$ cat config.mk
export PLATFORM = sky130hd
export DESIGN_NAME = eam_datapath
export DESIGN_NICKNAME = d
export VERILOG_FILES = /design/src/core/eam_pkg.sv /design/src/core/eam_fifo.sv /design/src/core/eam_datapath.sv
export SDC_FILE = /design/constraint.sdc
export NUM_CORES = 1
export LEC_CHECK = 0
export BUFFER_PORTS_ARGS = -buffer_cell sky130_fd_sc_hd__buf_4
export CORE_ASPECT_RATIO = 0.6
export CORE_MARGIN = 8
export CORE_UTILIZATION = 65
export CTS_CLUSTER_DIAMETER = 40
export DETAILED_ROUTE_END_ITERATION = 12
export PLACE_DENSITY = 0.95
export SKIP_CTS_REPAIR_TIMING = 1
export SLEW_MARGIN = 30
export SYNTH_ARGS = -nofsm -noshare
export SYNTH_HDL_FRONTEND = slang
export SYNTH_SLANG_ARGS = --single-unit
$ cat constraint.sdc
create_clock -name clk_sys_i -period 8.35 [get_ports clk_sys_i]
set_clock_uncertainty 0.15 [all_clocks]
set_input_delay 2.505 -clock clk_sys_i [delete_from_list [all_inputs] [get_ports clk_sys_i]]
set_output_delay 2.505 -clock clk_sys_i [all_outputs]
set_load 0.05 [all_outputs]
$ cat src/core/eam_pkg.sv
// shared constants, types and the slot mapping for the aggregate path
// How it works
// - two cards of four E1 inputs each, eight serial tributaries.
// - each line hunts E1 frame alignment; reports loss, AIS, RAI, violations.
// - AIS sent to network when aggregate lost; RAI requested on local fault.
// - per-line line loopback to network and link loopback into mux.
// - mux takes only active channels from both cards into one stream.
// - each aggregate frame opens with a fixed framing word.
// - slot count per frame follows mode: 8, 4 or 2 channels.
// - demux uses the same slot-to-channel mapping function as the mux.
// - encoder adds rate one half convolutional code bits to mux output.
// - eight-channel mode expands coded bits four times.
// - four-channel mode expands coded bits eight times.
// - encoder always emits two parallel coded streams at the symbol rate.
// - mapper turns each coded bit pair into an I/Q symbol for DQPSK.
package eam_pkg;
    localparam int N_TRIB = 8;
    // documented rates, kbit/s
    localparam int E1_KBPS = 2048;
    localparam int AGG8_KBPS = 16987;
    localparam int AGG4_KBPS = 8494;
    localparam int AGG2_KBPS = 4247;
    localparam int CLK_MHZ = 50;
    localparam int SYM_MHZ = 17;
    localparam logic [5:0] SYM_STEP = 6'(SYM_MHZ);
    localparam logic [5:0] SYM_WRAP = 6'(CLK_MHZ);
    // E1 framing
    localparam logic [6:0] FAS_WORD = 7'h1b;
    localparam logic [8:0] E1_A_POS = 9'h0fb;
    localparam logic [8:0] E1_CNT_LAST = 9'h1ff;
    localparam logic [1:0] LOF_MISSES = 2'h3;
    localparam logic [1:0] AIS_ZEROS = 2'h3;
    // aggregate framing
    localparam logic [7:0] AGG_WORD = 8'hb8;
    localparam logic [7:0] AGG_HDR = 8'h08;
    localparam logic [7:0] AGG_LAST = 8'h87;
    localparam logic [7:0] AGG_HDR_LAST = 8'h07;
    localparam logic [1:0] AGG_MISSES = 2'h2;
    localparam int FIFO_DEPTH = 8;

    typedef enum logic [1:0] {
        EAM_MODE_8 = 2'b00,
        EAM_MODE_4 = 2'b01,
        EAM_MODE_2 = 2'b10
    } eam_mode_t;

    typedef enum logic [0:0] {
        EAM_HUNT = 1'b0,
        EAM_LOCK = 1'b1
    } eam_sync_t;

    // slots per frame minus one, usable as a mask
    function automatic logic [2:0] mode_mask(input logic [1:0] mode);
        case (mode)
            EAM_MODE_4: mode_mask = 3'h3;
            EAM_MODE_2: mode_mask = 3'h1;
            default: mode_mask = 3'h7;
        endcase
    endfunction

    // coded pairs sent per input bit, minus one: expansion factor over two, less one
    function automatic logic [2:0] mode_reps(input logic [1:0] mode);
        case (mode)
            EAM_MODE_4: mode_reps = 3'h3;
            EAM_MODE_2: mode_reps = 3'h7;
            default: mode_reps = 3'h1;
        endcase
    endfunction

    // slot-th active channel: {found, index}
    function automatic logic [3:0] slot_chan(input logic [7:0] act,
                                             input logic [2:0] slot);
        logic [3:0] cnt;
        slot_chan = 4'h0;
        cnt = 4'h0;
        for (int k = 0; k < N_TRIB; k++)
        begin
            if (act[k] && cnt == {1'b0, slot} && !slot_chan[3])
            begin
                slot_chan = {1'b1, 3'(k)};
            end
            cnt = cnt + 4'(act[k]);
        end
    endfunction
endpackage

$ cat src/core/eam_fifo.sv
// small synchronous FIFO with valid/ready on both sides
`timescale 1ns/10ps
module eam_fifo
    import eam_pkg::*;
#(
    parameter int WIDTH = 1,
    parameter int DEPTH = 8
)(
    input wire logic clk_sys_i,
    input wire logic reset_n_i,
    input wire logic ce_i,
    input wire logic [WIDTH-1:0] in_data_i,
    input wire logic in_valid_i,
    output logic in_ready_o,
    output logic [WIDTH-1:0] out_data_o,
    output logic out_valid_o,
    input wire logic out_ready_i
);
    localparam int AW = $clog2(DEPTH);
    logic [WIDTH-1:0] mem_q [DEPTH];
    logic [AW-1:0] wr_q, wr_d, rd_q, rd_d;
    logic [AW:0] cnt_q, cnt_d;
    logic push, pop;

    always_comb
    begin
        in_ready_o = cnt_q != (AW+1)'(DEPTH);
        out_valid_o = cnt_q != '0;
        out_data_o = mem_q[rd_q];
        push = in_valid_i && in_ready_o;
        pop = out_valid_o && out_ready_i;
        wr_d = push ? AW'((wr_q + 1'b1) % DEPTH) : wr_q;
        rd_d = pop ? AW'((rd_q + 1'b1) % DEPTH) : rd_q;
        cnt_d = cnt_q + (AW+1)'(push) - (AW+1)'(pop);
    end

    always_ff @(posedge clk_sys_i or negedge reset_n_i)
    begin
        if (!reset_n_i)
        begin
            wr_q <= '0;
            rd_q <= '0;
            cnt_q <= '0;
        end
        else if (ce_i)
        begin
            wr_q <= wr_d;
            rd_q <= rd_d;
            cnt_q <= cnt_d;
        end
    end

    // storage needs no reset; count guards every read
    always_ff @(posedge clk_sys_i)
    begin
        if (ce_i && push)
        begin
            mem_q[wr_q] <= in_data_i;
        end
    end
endmodule

$ cat src/core/eam_datapath.sv
// E1 framers, aggregate mux/demux, FEC encoder and DQPSK mapper
`timescale 1ns/10ps
module eam_datapath
    import eam_pkg::*;
(
    input wire logic clk_sys_i,
    input wire logic reset_n_i,
    input wire logic ce_i,
    input wire logic [7:0] trib_bit_i,
    input wire logic [7:0] trib_stb_i,
    input wire logic [7:0] trib_cv_i,
    input wire logic [7:0] line_lb_i,
    input wire logic [7:0] link_lb_i,
    input wire logic [7:0] chan_act_i,
    input wire logic [1:0] chan_mode_i,
    input wire logic agg_bit_i,
    input wire logic agg_stb_i,
    output logic [7:0] net_bit_o,
    output logic [7:0] net_stb_o,
    output logic [7:0] lof_o,
    output logic [7:0] ais_o,
    output logic [7:0] rai_o,
    output logic [7:0] cv_o,
    output logic [7:0] tx_rai_o,
    output logic dmx_sync_o,
    output logic sym_stb_o,
    output logic coded_a_o,
    output logic coded_b_o,
    output logic i_o,
    output logic q_o
);
    // ---------------- per-line E1 framers ----------------
    logic [6:0] fsh_q [8];
    logic [6:0] fsh_d [8];
    logic [8:0] fcnt_q [8];
    logic [8:0] fcnt_d [8];
    logic [1:0] fmiss_q [8];
    logic [1:0] fmiss_d [8];
    logic [1:0] zcnt_q [8];
    logic [1:0] zcnt_d [8];
    logic [7:0] lof_d, ais_d, rai_d, cv_d;

    always_comb
    begin
        lof_d = lof_o;
        ais_d = ais_o;
        rai_d = rai_o;
        cv_d = trib_cv_i & trib_stb_i;
        for (int i = 0; i < N_TRIB; i++)
        begin
            fsh_d[i] = fsh_q[i];
            fcnt_d[i] = fcnt_q[i];
            fmiss_d[i] = fmiss_q[i];
            zcnt_d[i] = zcnt_q[i];
            if (trib_stb_i[i])
            begin
                fsh_d[i] = {fsh_q[i][5:0], trib_bit_i[i]};
                fcnt_d[i] = fcnt_q[i] + 9'h001;
                if (!trib_bit_i[i] && zcnt_q[i] != AIS_ZEROS)
                begin
                    zcnt_d[i] = zcnt_q[i] + 2'h1;
                end
                if (lof_o[i])
                begin
                    if (fsh_d[i] == FAS_WORD)
                    begin
                        lof_d[i] = 1'b0;
                        fcnt_d[i] = '0;
                        fmiss_d[i] = '0;
                    end
                end
                else if (fcnt_q[i] == E1_CNT_LAST)
                begin
                    if (fsh_d[i] == FAS_WORD)
                    begin
                        fmiss_d[i] = '0;
                    end
                    else if (fmiss_q[i] == LOF_MISSES - 2'h1)
                    begin
                        lof_d[i] = 1'b1;
                        rai_d[i] = 1'b0;
                    end
                    else
                    begin
                        fmiss_d[i] = fmiss_q[i] + 2'h1;
                    end
                end
                else if (fcnt_q[i] == E1_A_POS)
                begin
                    rai_d[i] = trib_bit_i[i];
                end
                // fewer than three zeros in two frames reads as AIS
                if (fcnt_q[i] == E1_CNT_LAST)
                begin
                    ais_d[i] = zcnt_d[i] != AIS_ZEROS;
                    zcnt_d[i] = '0;
                end
            end
        end
    end

    always_ff @(posedge clk_sys_i or negedge reset_n_i)
    begin
        if (!reset_n_i)
        begin
            lof_o <= 8'hff;
            ais_o <= '0;
            rai_o <= '0;
            cv_o <= '0;
            for (int i = 0; i < N_TRIB; i++)
            begin
                fsh_q[i] <= '0;
                fcnt_q[i] <= '0;
                fmiss_q[i] <= '0;
                zcnt_q[i] <= '0;
            end
        end
        else if (ce_i)
        begin
            lof_o <= lof_d;
            ais_o <= ais_d;
            rai_o <= rai_d;
            cv_o <= cv_d;
            for (int i = 0; i < N_TRIB; i++)
            begin
                fsh_q[i] <= fsh_d[i];
                fcnt_q[i] <= fcnt_d[i];
                fmiss_q[i] <= fmiss_d[i];
                zcnt_q[i] <= zcnt_d[i];
            end
        end
    end

    // ---------------- aggregate demux ----------------
    eam_sync_t dsync_q, dsync_d;
    logic [7:0] dsh_q, dsh_d, dpos_q, dpos_d;
    logic [1:0] dmiss_q, dmiss_d;
    logic dflag_q, dflag_d;
    logic [7:0] dbit_q, dbit_d, dstb_q, dstb_d;
    logic [3:0] dsc;

    always_comb
    begin
        dsync_d = dsync_q;
        dsh_d = dsh_q;
        dpos_d = dpos_q;
        dmiss_d = dmiss_q;
        dflag_d = dflag_q;
        dbit_d = dbit_q;
        dstb_d = '0;
        dsc = slot_chan(chan_act_i,
                        3'(dpos_q[7:1]) & mode_mask(chan_mode_i));
        if (agg_stb_i)
        begin
            dsh_d = {dsh_q[6:0], agg_bit_i};
            dpos_d = dpos_q == AGG_LAST ? '0 : dpos_q + 8'h01;
            case (dsync_q)
                EAM_HUNT:
                begin
                    if (dsh_d == AGG_WORD)
                    begin
                        dsync_d = EAM_LOCK;
                        dpos_d = AGG_HDR;
                        dmiss_d = '0;
                    end
                end
                EAM_LOCK:
                begin
                    if (dpos_q == AGG_HDR_LAST)
                    begin
                        if (dsh_d == AGG_WORD)
                        begin
                            dmiss_d = '0;
                        end
                        else if (dmiss_q == AGG_MISSES - 2'h1)
                        begin
                            dsync_d = EAM_HUNT;
                        end
                        else
                        begin
                            dmiss_d = dmiss_q + 2'h1;
                        end
                    end
                    else if (dpos_q >= AGG_HDR)
                    begin
                        if (!dpos_q[0])
                        begin
                            dflag_d = agg_bit_i;
                        end
                        else if (dflag_q && dsc[3])
                        begin
                            dbit_d[dsc[2:0]] = agg_bit_i;
                            dstb_d[dsc[2:0]] = 1'b1;
                        end
                    end
                end
                default:
                    dsync_d = EAM_HUNT;
            endcase
        end
    end

    always_ff @(posedge clk_sys_i or negedge reset_n_i)
    begin
        if (!reset_n_i)
        begin
            dsync_q <= EAM_HUNT;
            dsh_q <= '0;
            dpos_q <= '0;
            dmiss_q <= '0;
            dflag_q <= 1'b0;
            dbit_q <= '0;
            dstb_q <= '0;
        end
        else if (ce_i)
        begin
            dsync_q <= dsync_d;
            dsh_q <= dsh_d;
            dpos_q <= dpos_d;
            dmiss_q <= dmiss_d;
            dflag_q <= dflag_d;
            dbit_q <= dbit_d;
            dstb_q <= dstb_d;
        end
    end

    // ---------------- network side and alarms out ----------------
    logic [7:0] nbit_d, nstb_d, txrai_d, dead;

    always_comb
    begin
        dead = {8{dsync_q != EAM_LOCK}} | ~chan_act_i;
        for (int i = 0; i < N_TRIB; i++)
        begin
            if (line_lb_i[i])
            begin
                nbit_d[i] = trib_bit_i[i];
                nstb_d[i] = trib_stb_i[i];
            end
            else if (dead[i])
            begin
                // all ones paced by the line's own bit clock
                nbit_d[i] = 1'b1;
                nstb_d[i] = trib_stb_i[i];
            end
            else
            begin
                nbit_d[i] = dbit_q[i];
                nstb_d[i] = dstb_q[i];
            end
        end
        txrai_d = lof_o | ais_o;
    end

    always_ff @(posedge clk_sys_i or negedge reset_n_i)
    begin
        if (!reset_n_i)
        begin
            net_bit_o <= '0;
            net_stb_o <= '0;
            tx_rai_o <= '0;
            dmx_sync_o <= 1'b0;
        end
        else if (ce_i)
        begin
            net_bit_o <= nbit_d;
            net_stb_o <= nstb_d;
            tx_rai_o <= txrai_d;
            dmx_sync_o <= dsync_d == EAM_LOCK;
        end
    end

    // ---------------- aggregate mux ----------------
    logic [7:0] pend_q, pend_d, pdat_q, pdat_d, src_bit, src_stb;
    logic [7:0] mpos_q, mpos_d;
    logic mflag_q, mflag_d;
    logic mux_bit, mux_ready, fifo_bit, fifo_valid, enc_ready;
    logic [3:0] msc;

    always_comb
    begin
        src_bit = (link_lb_i & dbit_q) | (~link_lb_i & trib_bit_i);
        src_stb = (link_lb_i & dstb_q) | (~link_lb_i & trib_stb_i);
        pend_d = pend_q;
        pdat_d = pdat_q;
        mpos_d = mpos_q;
        mflag_d = mflag_q;
        msc = slot_chan(chan_act_i,
                        3'(mpos_q[7:1]) & mode_mask(chan_mode_i));
        if (mpos_q < AGG_HDR)
        begin
            mux_bit = AGG_WORD[3'(AGG_HDR_LAST - mpos_q)];
        end
        else if (!mpos_q[0])
        begin
            mux_bit = msc[3] && pend_q[msc[2:0]];
        end
        else
        begin
            mux_bit = msc[3] && pdat_q[msc[2:0]];
        end
        if (mux_ready)
        begin
            mpos_d = mpos_q == AGG_LAST ? '0 : mpos_q + 8'h01;
            if (mpos_q >= AGG_HDR && !mpos_q[0])
            begin
                mflag_d = mux_bit;
            end
            if (mpos_q >= AGG_HDR && mpos_q[0] && mflag_q && msc[3])
            begin
                pend_d[msc[2:0]] = 1'b0;
            end
        end
        // a bit arriving as its slot drains stays pending
        for (int i = 0; i < N_TRIB; i++)
        begin
            if (src_stb[i] && chan_act_i[i])
            begin
                pend_d[i] = 1'b1;
                pdat_d[i] = src_bit[i];
            end
        end
    end

    always_ff @(posedge clk_sys_i or negedge reset_n_i)
    begin
        if (!reset_n_i)
        begin
            pend_q <= '0;
            pdat_q <= '0;
            mpos_q <= '0;
            mflag_q <= 1'b0;
        end
        else if (ce_i)
        begin
            pend_q <= pend_d;
            pdat_q <= pdat_d;
            mpos_q <= mpos_d;
            mflag_q <= mflag_d;
        end
    end

    // the encoder drains slower than the mux fills, so the mux stalls here
    eam_fifo #(
        .WIDTH(1),
        .DEPTH(FIFO_DEPTH)
    ) u_fifo (
        .clk_sys_i(clk_sys_i),
        .reset_n_i(reset_n_i),
        .ce_i(ce_i),
        .in_data_i(mux_bit),
        .in_valid_i(1'b1),
        .in_ready_o(mux_ready),
        .out_data_o(fifo_bit),
        .out_valid_o(fifo_valid),
        .out_ready_i(enc_ready)
    );

    // ---------------- FEC encoder and DQPSK mapper ----------------
    logic [5:0] acc_q, acc_d;
    logic [1:0] csr_q, csr_d, phase_q, phase_d;
    logic have_q, have_d, ca_q, ca_d, cb_q, cb_d, tick;
    logic [2:0] rep_q, rep_d;
    logic sa_d, sb_d, ii_d, qq_d;

    always_comb
    begin
        tick = 7'(acc_q) + 7'(SYM_STEP) >= 7'(SYM_WRAP);
        acc_d = tick ? acc_q + SYM_STEP - SYM_WRAP : acc_q + SYM_STEP;
        enc_ready = !have_q;
        have_d = have_q;
        csr_d = csr_q;
        ca_d = ca_q;
        cb_d = cb_q;
        rep_d = rep_q;
        sa_d = coded_a_o;
        sb_d = coded_b_o;
        phase_d = phase_q;
        if (!have_q && fifo_valid)
        begin
            // K=3 code, generators 7 and 5
            ca_d = fifo_bit ^ csr_q[1] ^ csr_q[0];
            cb_d = fifo_bit ^ csr_q[0];
            csr_d = {fifo_bit, csr_q[1]};
            have_d = 1'b1;
            rep_d = '0;
        end
        if (tick)
        begin
            // starved symbols carry 00, which holds the phase
            sa_d = have_q && ca_q;
            sb_d = have_q && cb_q;
            if (have_q)
            begin
                // pair repeats: 2x in 8, 4x in 4, 8x in 2 channel mode
                if (rep_q == mode_reps(chan_mode_i))
                begin
                    have_d = 1'b0;
                end
                else
                begin
                    rep_d = rep_q + 3'h1;
                end
            end
            phase_d = phase_q + {sa_d, sa_d ^ sb_d};
        end
        ii_d = phase_d[1];
        qq_d = phase_d[1] ^ phase_d[0];
    end

    always_ff @(posedge clk_sys_i or negedge reset_n_i)
    begin
        if (!reset_n_i)
        begin
            acc_q <= '0;
            csr_q <= '0;
            have_q <= 1'b0;
            ca_q <= 1'b0;
            cb_q <= 1'b0;
            rep_q <= '0;
            phase_q <= '0;
            sym_stb_o <= 1'b0;
            coded_a_o <= 1'b0;
            coded_b_o <= 1'b0;
            i_o <= 1'b0;
            q_o <= 1'b0;
        end
        else if (ce_i)
        begin
            acc_q <= acc_d;
            csr_q <= csr_d;
            have_q <= have_d;
            ca_q <= ca_d;
            cb_q <= cb_d;
            rep_q <= rep_d;
            phase_q <= phase_d;
            sym_stb_o <= tick;
            coded_a_o <= sa_d;
            coded_b_o <= sb_d;
            i_o <= ii_d;
            q_o <= qq_d;
        end
    end
endmodule

==> flow_summary.json, run 1 <==
{
  "synth_edf_count": 8,
  "cpMostUsedCell": "ha_1",
  "cts-root-buf": "clkbuf_16",
  "dieHeight_um": 138.3,
  "diodes": 0,
  "avgSynthCellArea_um2": 9.188,
  "crit_start": "chan_act_i[0]",
  "crit_path_end": "u_fifo.mem_q[4]",
  "io_pins": 117,
  "final_core_util": 0.7544,
  "regArea_mm2": 0.007707,
  "wirelength_um": 40540,
  "r2r_cells": 9,
  "yosysSeqAreaShare": 0.4756,
  "grt-ovfl-total": 0,
  "hold_violations": 0,
  "most-common-layout-cells": "nand2_1 (389), dfrtp_1 (290), nor2_1 (129), buf_4 (117), o21ai_0 (116)",
  "die_area_mm2": 0.03041,
  "slowest_stage": "o311ai_1",
  "row_count": 44,
  "timing.fmax_mhz": 142.1,
  "synth_fp_nets": 1881,
  "r2r_slack_ns": 4.00,
  "met2WireLength_um": 18670,
  "dp_worst_setup_slack_ns": 0.8178,
  "synth_area_mm2": 0.01621,
  "crit_chain": "buf_4 > fa_1 > ha_1 > ha_1 > ha_1 > ha_1 > xnor3_2 > a311o_1 > a21oi_2 > o21ai_2 > nor3_1 > o311ai_0 > and2_1 > o311ai_1",
  "reg2reg_to": "u_fifo.mem_q[4]",
  "postRouteAntennaNets": 0,
  "cts_buffers": 31,
  "drt-pass1-iter-count": 5,
  "port-buffer-count": 116,
  "leakage_nw": 8.487,
  "totalPowerFinal_mw": 5.265,
  "period_minus_slack_ns": 7.037,
  "layout_commonest_cell": "nand2_1",
  "multi_input_area_mm2": 0.007950,
  "coreArea_mm2": 0.02433,
  "r2r_start": "mpos_q[2]",
  "clock_path_buffers": 3,
  "rsz0062_at_grt": "false",
  "grt_max_degree": 180,
  "grt_pass1_wl_um": 65680,
  "viasPerCell": 6.191,
  "cts_max_level": 1,
  "finalWeightedCongestion": 0.9500,
  "drt_first_iter_violations": 1295,
  "ys_types": 86,
  "slew_viol_final": 0,
  "slew_headroom": 0.2937,
  "setup_viol": 0,
  "yosysWarningCount": 0,
  "highest-signal-layer": "met5",
  "synth_flop_cell": "dfrtp_1",
  "path_max_fanout": 10,
  "fillers": 1582,
  "arrival_ns": 7.12,
  "layout.nets": 1963,
  "tightest_slew_ns": 1.050,
  "grt_pass1_vias": 13230,
  "ys_seq_elements": 306,
  "grt_use_total": 0.2590,
  "antenna_found_initial": 1,
  "cts_sinks": 306,
  "cp.required_ns": 8.44,
  "drc": 0,
  "wl_met1_um": 17470,
  "power.density_mw_per_mm2": 286.8,
  "drt-wirelength-per-cell_um": 18.50,
  "syn-instance-count": 1764,
  "fin_setup_tns_ns": 0,
  "tritoncts": "yes",
  "peakVddDrop_mv": 0.1989,
  "die_w_um": 219.9,
  "crit_type": "in2reg",
  "initial_core_util": 0.6660,
  "met3_wirelength_um": 3153,
  "maxCapViolCount": 0,
  "clk_latency_ns": 0.57,
  "crit_path_start_kind": "primary input",
  "clk_pin_slew_ns": 0.06,
  "period_share": 0.8427,
  "area_delta_synth_final_pct": 13.26,
  "hpwl_um": 28070,
  "hold_class": "reg2reg",
  "critPathCaptureType": "flop",
  "via_count": 13560,
  "drive_above_1_share": 0.1231,
  "crit_path_max_incr_delay_ns": 0.77,
  "fin_ws_ns": 1.313,
  "status": "complete, no violations",
  "synthArstFlopShare": 0.9739
}
## stage by stage
| stage | cells | hold WS, ns | area, um2 |
|---|---|---|---|
| 3_5_place_dp | 2132 | 0.3103 | 17200 |
| 2_1_floorplan | 1764 | 0.2880 | 16210 |
| 5_1_grt | 2191 | 0.3599 | 18360 |
| 3_3_place_gp | 2132 | 0.3026 | 17200 |
| 4_1_cts | 2188 | 0.3275 | 18300 |
| 6_report | 2191 | 0.3305 | 18360 |
## cell usage after synthesis (all sizes together), types with 4 or more instances
library cell,instances,area (um2)
nor2b,17,108.9
nand3,59,295.3
ha,60,750.7
a311oi,7,61.31
a31oi,13,81.33
o31ai,18,153.9
and3,25,156.4
or3,14,93.84
o221ai,17,148.9
nand4bb,8,90.09
nand4,24,150.1
nor3,42,215.2
a22o,13,113.9
xor2,46,402.9
inv,61,229.0
edfxtp,8,240.2
nor4b,4,35.03
mux2i,29,290.3
mux2,21,240.2
or2,8,50.05
a21oi,71,359.1
nand2,389,1460
and2,22,143.9
dfrtp,290,7257
dfstp,8,210.2
a22oi,8,60.06
o21ai,121,609.3
nand2b,6,37.54
xnor2,57,506.7
buf,12,78.83
nor3b,11,82.58
or4,7,52.55
and4,5,45.04
clkbuf,61,241.5
a21o,13,97.59
nor4,9,56.30
o211ai,5,37.54
nor2,129,484.2
## metal layers
layer	vias up	GRT usage
met4	2	0.08310
met2	561	0.4068
met3	100	0.05338
met1	6607	0.3568
met5	-	0
li1	6294	-
## worst min path at each step
stage	from	end	slack, ns	depth (start not counted)
floorplan	dsh_q[6]	dsh_q[6]	0.29	2
global placement	dsh_q[6]	dsh_q[6]	0.30	2
detailed placement	dsh_q[6]	dsh_q[6]	0.31	2
CTS	dsh_q[6]	dsh_q[6]	0.33	2
global route	fsh_q[19]	fsh_q[19]	0.36	2
finish	dsh_q[6]	dsh_q[6]	0.33	2
## cells by family after synthesis
family,synth area share
compound gates,0.1231
xor+xnor,0.05898
fa+ha+maj,0.04941
buf+inv,0.03389
flops,0.4756
mux,0.03551
simple gates,0.2236
## critical path, delay by kind of cell
family | cells | cell delay (ns)
buf+inv | 1 | 0.16
fa+ha+maj | 5 | 1.79
compound gates | 5 | 1.68
xor+xnor | 1 | 0.48
simple gates | 2 | 0.51
## sequential cells by signal (all words and copies together) (netlist names), 4 cells and up
name and flops:
dsh_q 7, dpos_q 8, pend_q 8, ais_o 8, tx_rai_o 8, fcnt_q 72
zcnt_q 16, dbit_q 8, fmiss_q 16, net_stb_o 8, acc_q 6, u_fifo.mem_q 8
net_bit_o 8, rai_o 8, u_fifo.cnt_q 4, pdat_q 8, lof_o 8, fsh_q 48
cv_o 8, mpos_q 8, dstb_q 8
## final cells by class
type	count	share of cell area
Tap cell	322	0.02195
Multi-Input combinational cell	1324	0.4331
Inverter	61	0.01247
Sequential cell	306	0.4199
Timing Repair Buffer	122	0.05303
Clock inverter	13	0.01050
Clock buffer	43	0.04908
## power by group
group	leakage [nW]	internal (mW)	total, mW	switching, mW
registers	3.83	1.80	2.16	0.352
logic	4.13	0.686	1.63	0.944
clock network	0.532	0.878	1.48	0.599
total	8.49	3.37	5.26	1.89
Power figures use the tool's default switching activity.
==> inputs of run 2 (changes only) <==
CORE_UTILIZATION = 61   (was 65)
PLACE_DENSITY = 0.91   (was 0.95)
clock period = 7.2 ns   (was 8.35 ns; I/O delays follow)
==> run 2 against run 1 <==
Net effect: sequential cell count did not move; critical path depth did not move; global-route usage shrank 1.1 points; sequential share of layout area shrank 0.24 points; core utilization fell by 5.1 points; worst hold slack worse by 0.0023 ns; sequential power increased by 16%; die area up 5.9%; via count down 0.85%; first-iteration DRC count is 2.6% higher.
==> flow_summary.json, run 2 (synthesis results as in run 1) <==
{
  "status": "complete, no violations",
  "clock_path_buffers": 3,
  "regMostFlops": "fcnt_q",
  "die_w_um": 226.4,
  "setup_viol": 0,
  "grt-ovfl-total": 0,
  "layout_commonest_cell": "nand2_1",
  "slew_headroom": 0.3722,
  "placed_cell_area_mm2": 0.01730,
  "power.density_mw_per_mm2": 332.7,
  "cts_sinks": 306,
  "timing.fmax_mhz": 150.3,
  "arrival_ns": 6.70,
  "die_area_mm2": 0.03221,
  "cts_max_level": 2,
  "hpwl_um": 28440,
  "finalWeightedCongestion": 0.9300,
  "crit_type": "in2reg",
  "final_core_util": 0.7035,
  "slew_viol_final": 0,
  "p_int_mw": 3.924,
  "antenna_found_initial": 0,
  "postRouteAntennaNets": 0,
  "drt-pass1-iter-count": 7,
  "io_pins": 117,
  "cts_buffers": 35,
  "rsz0062_at_grt": "false",
  "peakVddDrop_mv": 0.2234,
  "fin_setup_tns_ns": 0,
  "via_count": 13450,
  "multi_input_area_mm2": 0.007950,
  "cp.required_ns": 7.25,
  "coreArea_mm2": 0.02625,
  "p_comb_frac": 0.304,
  "period_share": 0.9239,
  "viasPerCell": 5.999,
  "drt_first_iter_violations": 1329,
  "drc": 0,
  "r2r_cells": 9,
  "diodes": 0,
  "area_delta_synth_final_pct": 13.93,
  "cts-root-buf": "clkbuf_16",
  "tritoncts": "yes",
  "leakage_nw": 8.525,
  "row_count": 46,
  "port-buffer-count": 116,
  "maxCapViolCount": 0,
  "reg_top3": "fcnt_q x72, fsh_q x48",
  "grt_max_degree": 151,
  "critPathCaptureType": "flop",
  "whs_path_depth": 2,
  "fillers": 1940,
  "drive_above_1_share": 0.1270,
  "regArea_mm2": 0.007707,
  "period_minus_slack_ns": 6.652,
  "drt-wirelength-per-cell_um": 17.95,
  "min_to": "fsh_q[33]",
  "stdcell_count": 2242,
  "dieHeight_um": 142.3,
  "placed_cells": 2177,
  "switching_share": 0.3612,
  "p_switching_mw": 2.218,
  "reg2reg_to": "u_fifo.mem_q[4]",
  "most-common-layout-cells": "nand2_1 (389), dfrtp_1 (290), nor2_1 (129), buf_4 (123), o21ai_0 (116)",
  "whs_ns": 0.3283,
  "largest_reg_flops": 72,
  "hold_violations": 0,
  "grt_use_total": 0.2480,
  "initial_core_util": 0.6175,
  "clk_latency_ns": 0.53,
  "crit_path_start_kind": "primary input",
  "r2r_slack_ns": 3.14,
  "postLayoutCellArea_mm2": 0.01846,
  "hold_class": "reg2reg",
  "clk_pin_slew_ns": 0.06,
  "worstHoldStart": "fsh_q[33]",
  "grt_pass1_vias": 13100,
  "r2r_start": "mpos_q[1]",
  "wirelength_um": 40250,
  "share_seq_of_total_power": 0.407,
  "grt_pass1_wl_um": 65830,
  "path_max_fanout": 10,
  "tightest_slew_ns": 0.9271,
  "layout.nets": 1972,
  "pwr-share-clk": 0.289
}
-- run 2: cell count changes in the layout (fill, tap and decap cells not counted) --
cell	change
inv_6	+2
buf_4	+6
clkbuf_1	+4
inv_8	+2
buf_6	+1
clkinv_2	-1
clkbuf_16	+5
clkbuf_8	-3
clkinv_4	+1
bufinv_16	-3
inv_4	+1
buf_16	-2
-- run 2: stage by stage --
stage | setup slack (ns) | power [mW]
floorplan | 0.7819 | 3.828
global placement | 0.2216 | 4.221
detailed placement | 0.1199 | 4.340
CTS | 0.6230 | 6.152
global route | 0.3797 | 6.502
finish | 0.5482 | 6.142
-- run 2: area by class of cell --
cell class | instances | area share
Multi-Input combinational cell | 1324 | 0.4306
Timing Repair Buffer | 127 | 0.05279
Clock inverter | 15 | 0.008267
Tap cell | 360 | 0.02440
Inverter | 61 | 0.01240
Sequential cell | 306 | 0.4174
Clock buffer | 49 | 0.05414
-- run 2: worst max-delay path, stage by stage --
cell	delay (ns)
buf_4	0.15
fa_1	0.56
ha_1	0.24
ha_1	0.37
ha_1	0.40
ha_1	0.23
xnor3_2	0.39
a311o_1	0.39
a21oi_2	0.19
o21ai_2	0.12
nor3_1	0.33
o311ai_0	0.18
and2_1	0.17
o311ai_1	0.79
-- run 2: per-layer routing --
| layer | global-route usage | routed length [um] | vias to the layer above |
|---|---|---|---|
| met5 | 0 | 0 | - |
| met1 | 0.3397 | 17850 | 6537 |
| met3 | 0.04651 | 2549 | 99 |
| met2 | 0.3957 | 18600 | 483 |
| li1 | - | - | 6330 |
| met4 | 0.08229 | 1250 | 0 |
-- run 2: worst max-delay path by stage --
stage | endpoint | from | slack [ns] | cells after the start
floorplan | u_fifo.mem_q[0] | chan_act_i[0] | 0.78 | 13
global placement | u_fifo.mem_q[2] | chan_act_i[0] | 0.22 | 14
finish | u_fifo.mem_q[4] | chan_act_i[0] | 0.55 | 14
global route | u_fifo.mem_q[7] | chan_act_i[0] | 0.38 | 15
CTS | u_fifo.mem_q[2] | chan_act_i[0] | 0.62 | 14
detailed placement | u_fifo.mem_q[0] | chan_act_i[0] | 0.12 | 14
-- run 2: power groups by stage --
stage | registers, mW | logic, mW | clock network (mW)
after floorplan | 2.48 | 1.35 | 0
final | 2.50 | 1.87 | 1.78
after CTS | 2.49 | 1.86 | 1.80
after global placement | 2.48 | 1.74 | 0
after global routing | 2.54 | 2.08 | 1.88
after detailed placement | 2.50 | 1.84 | 0
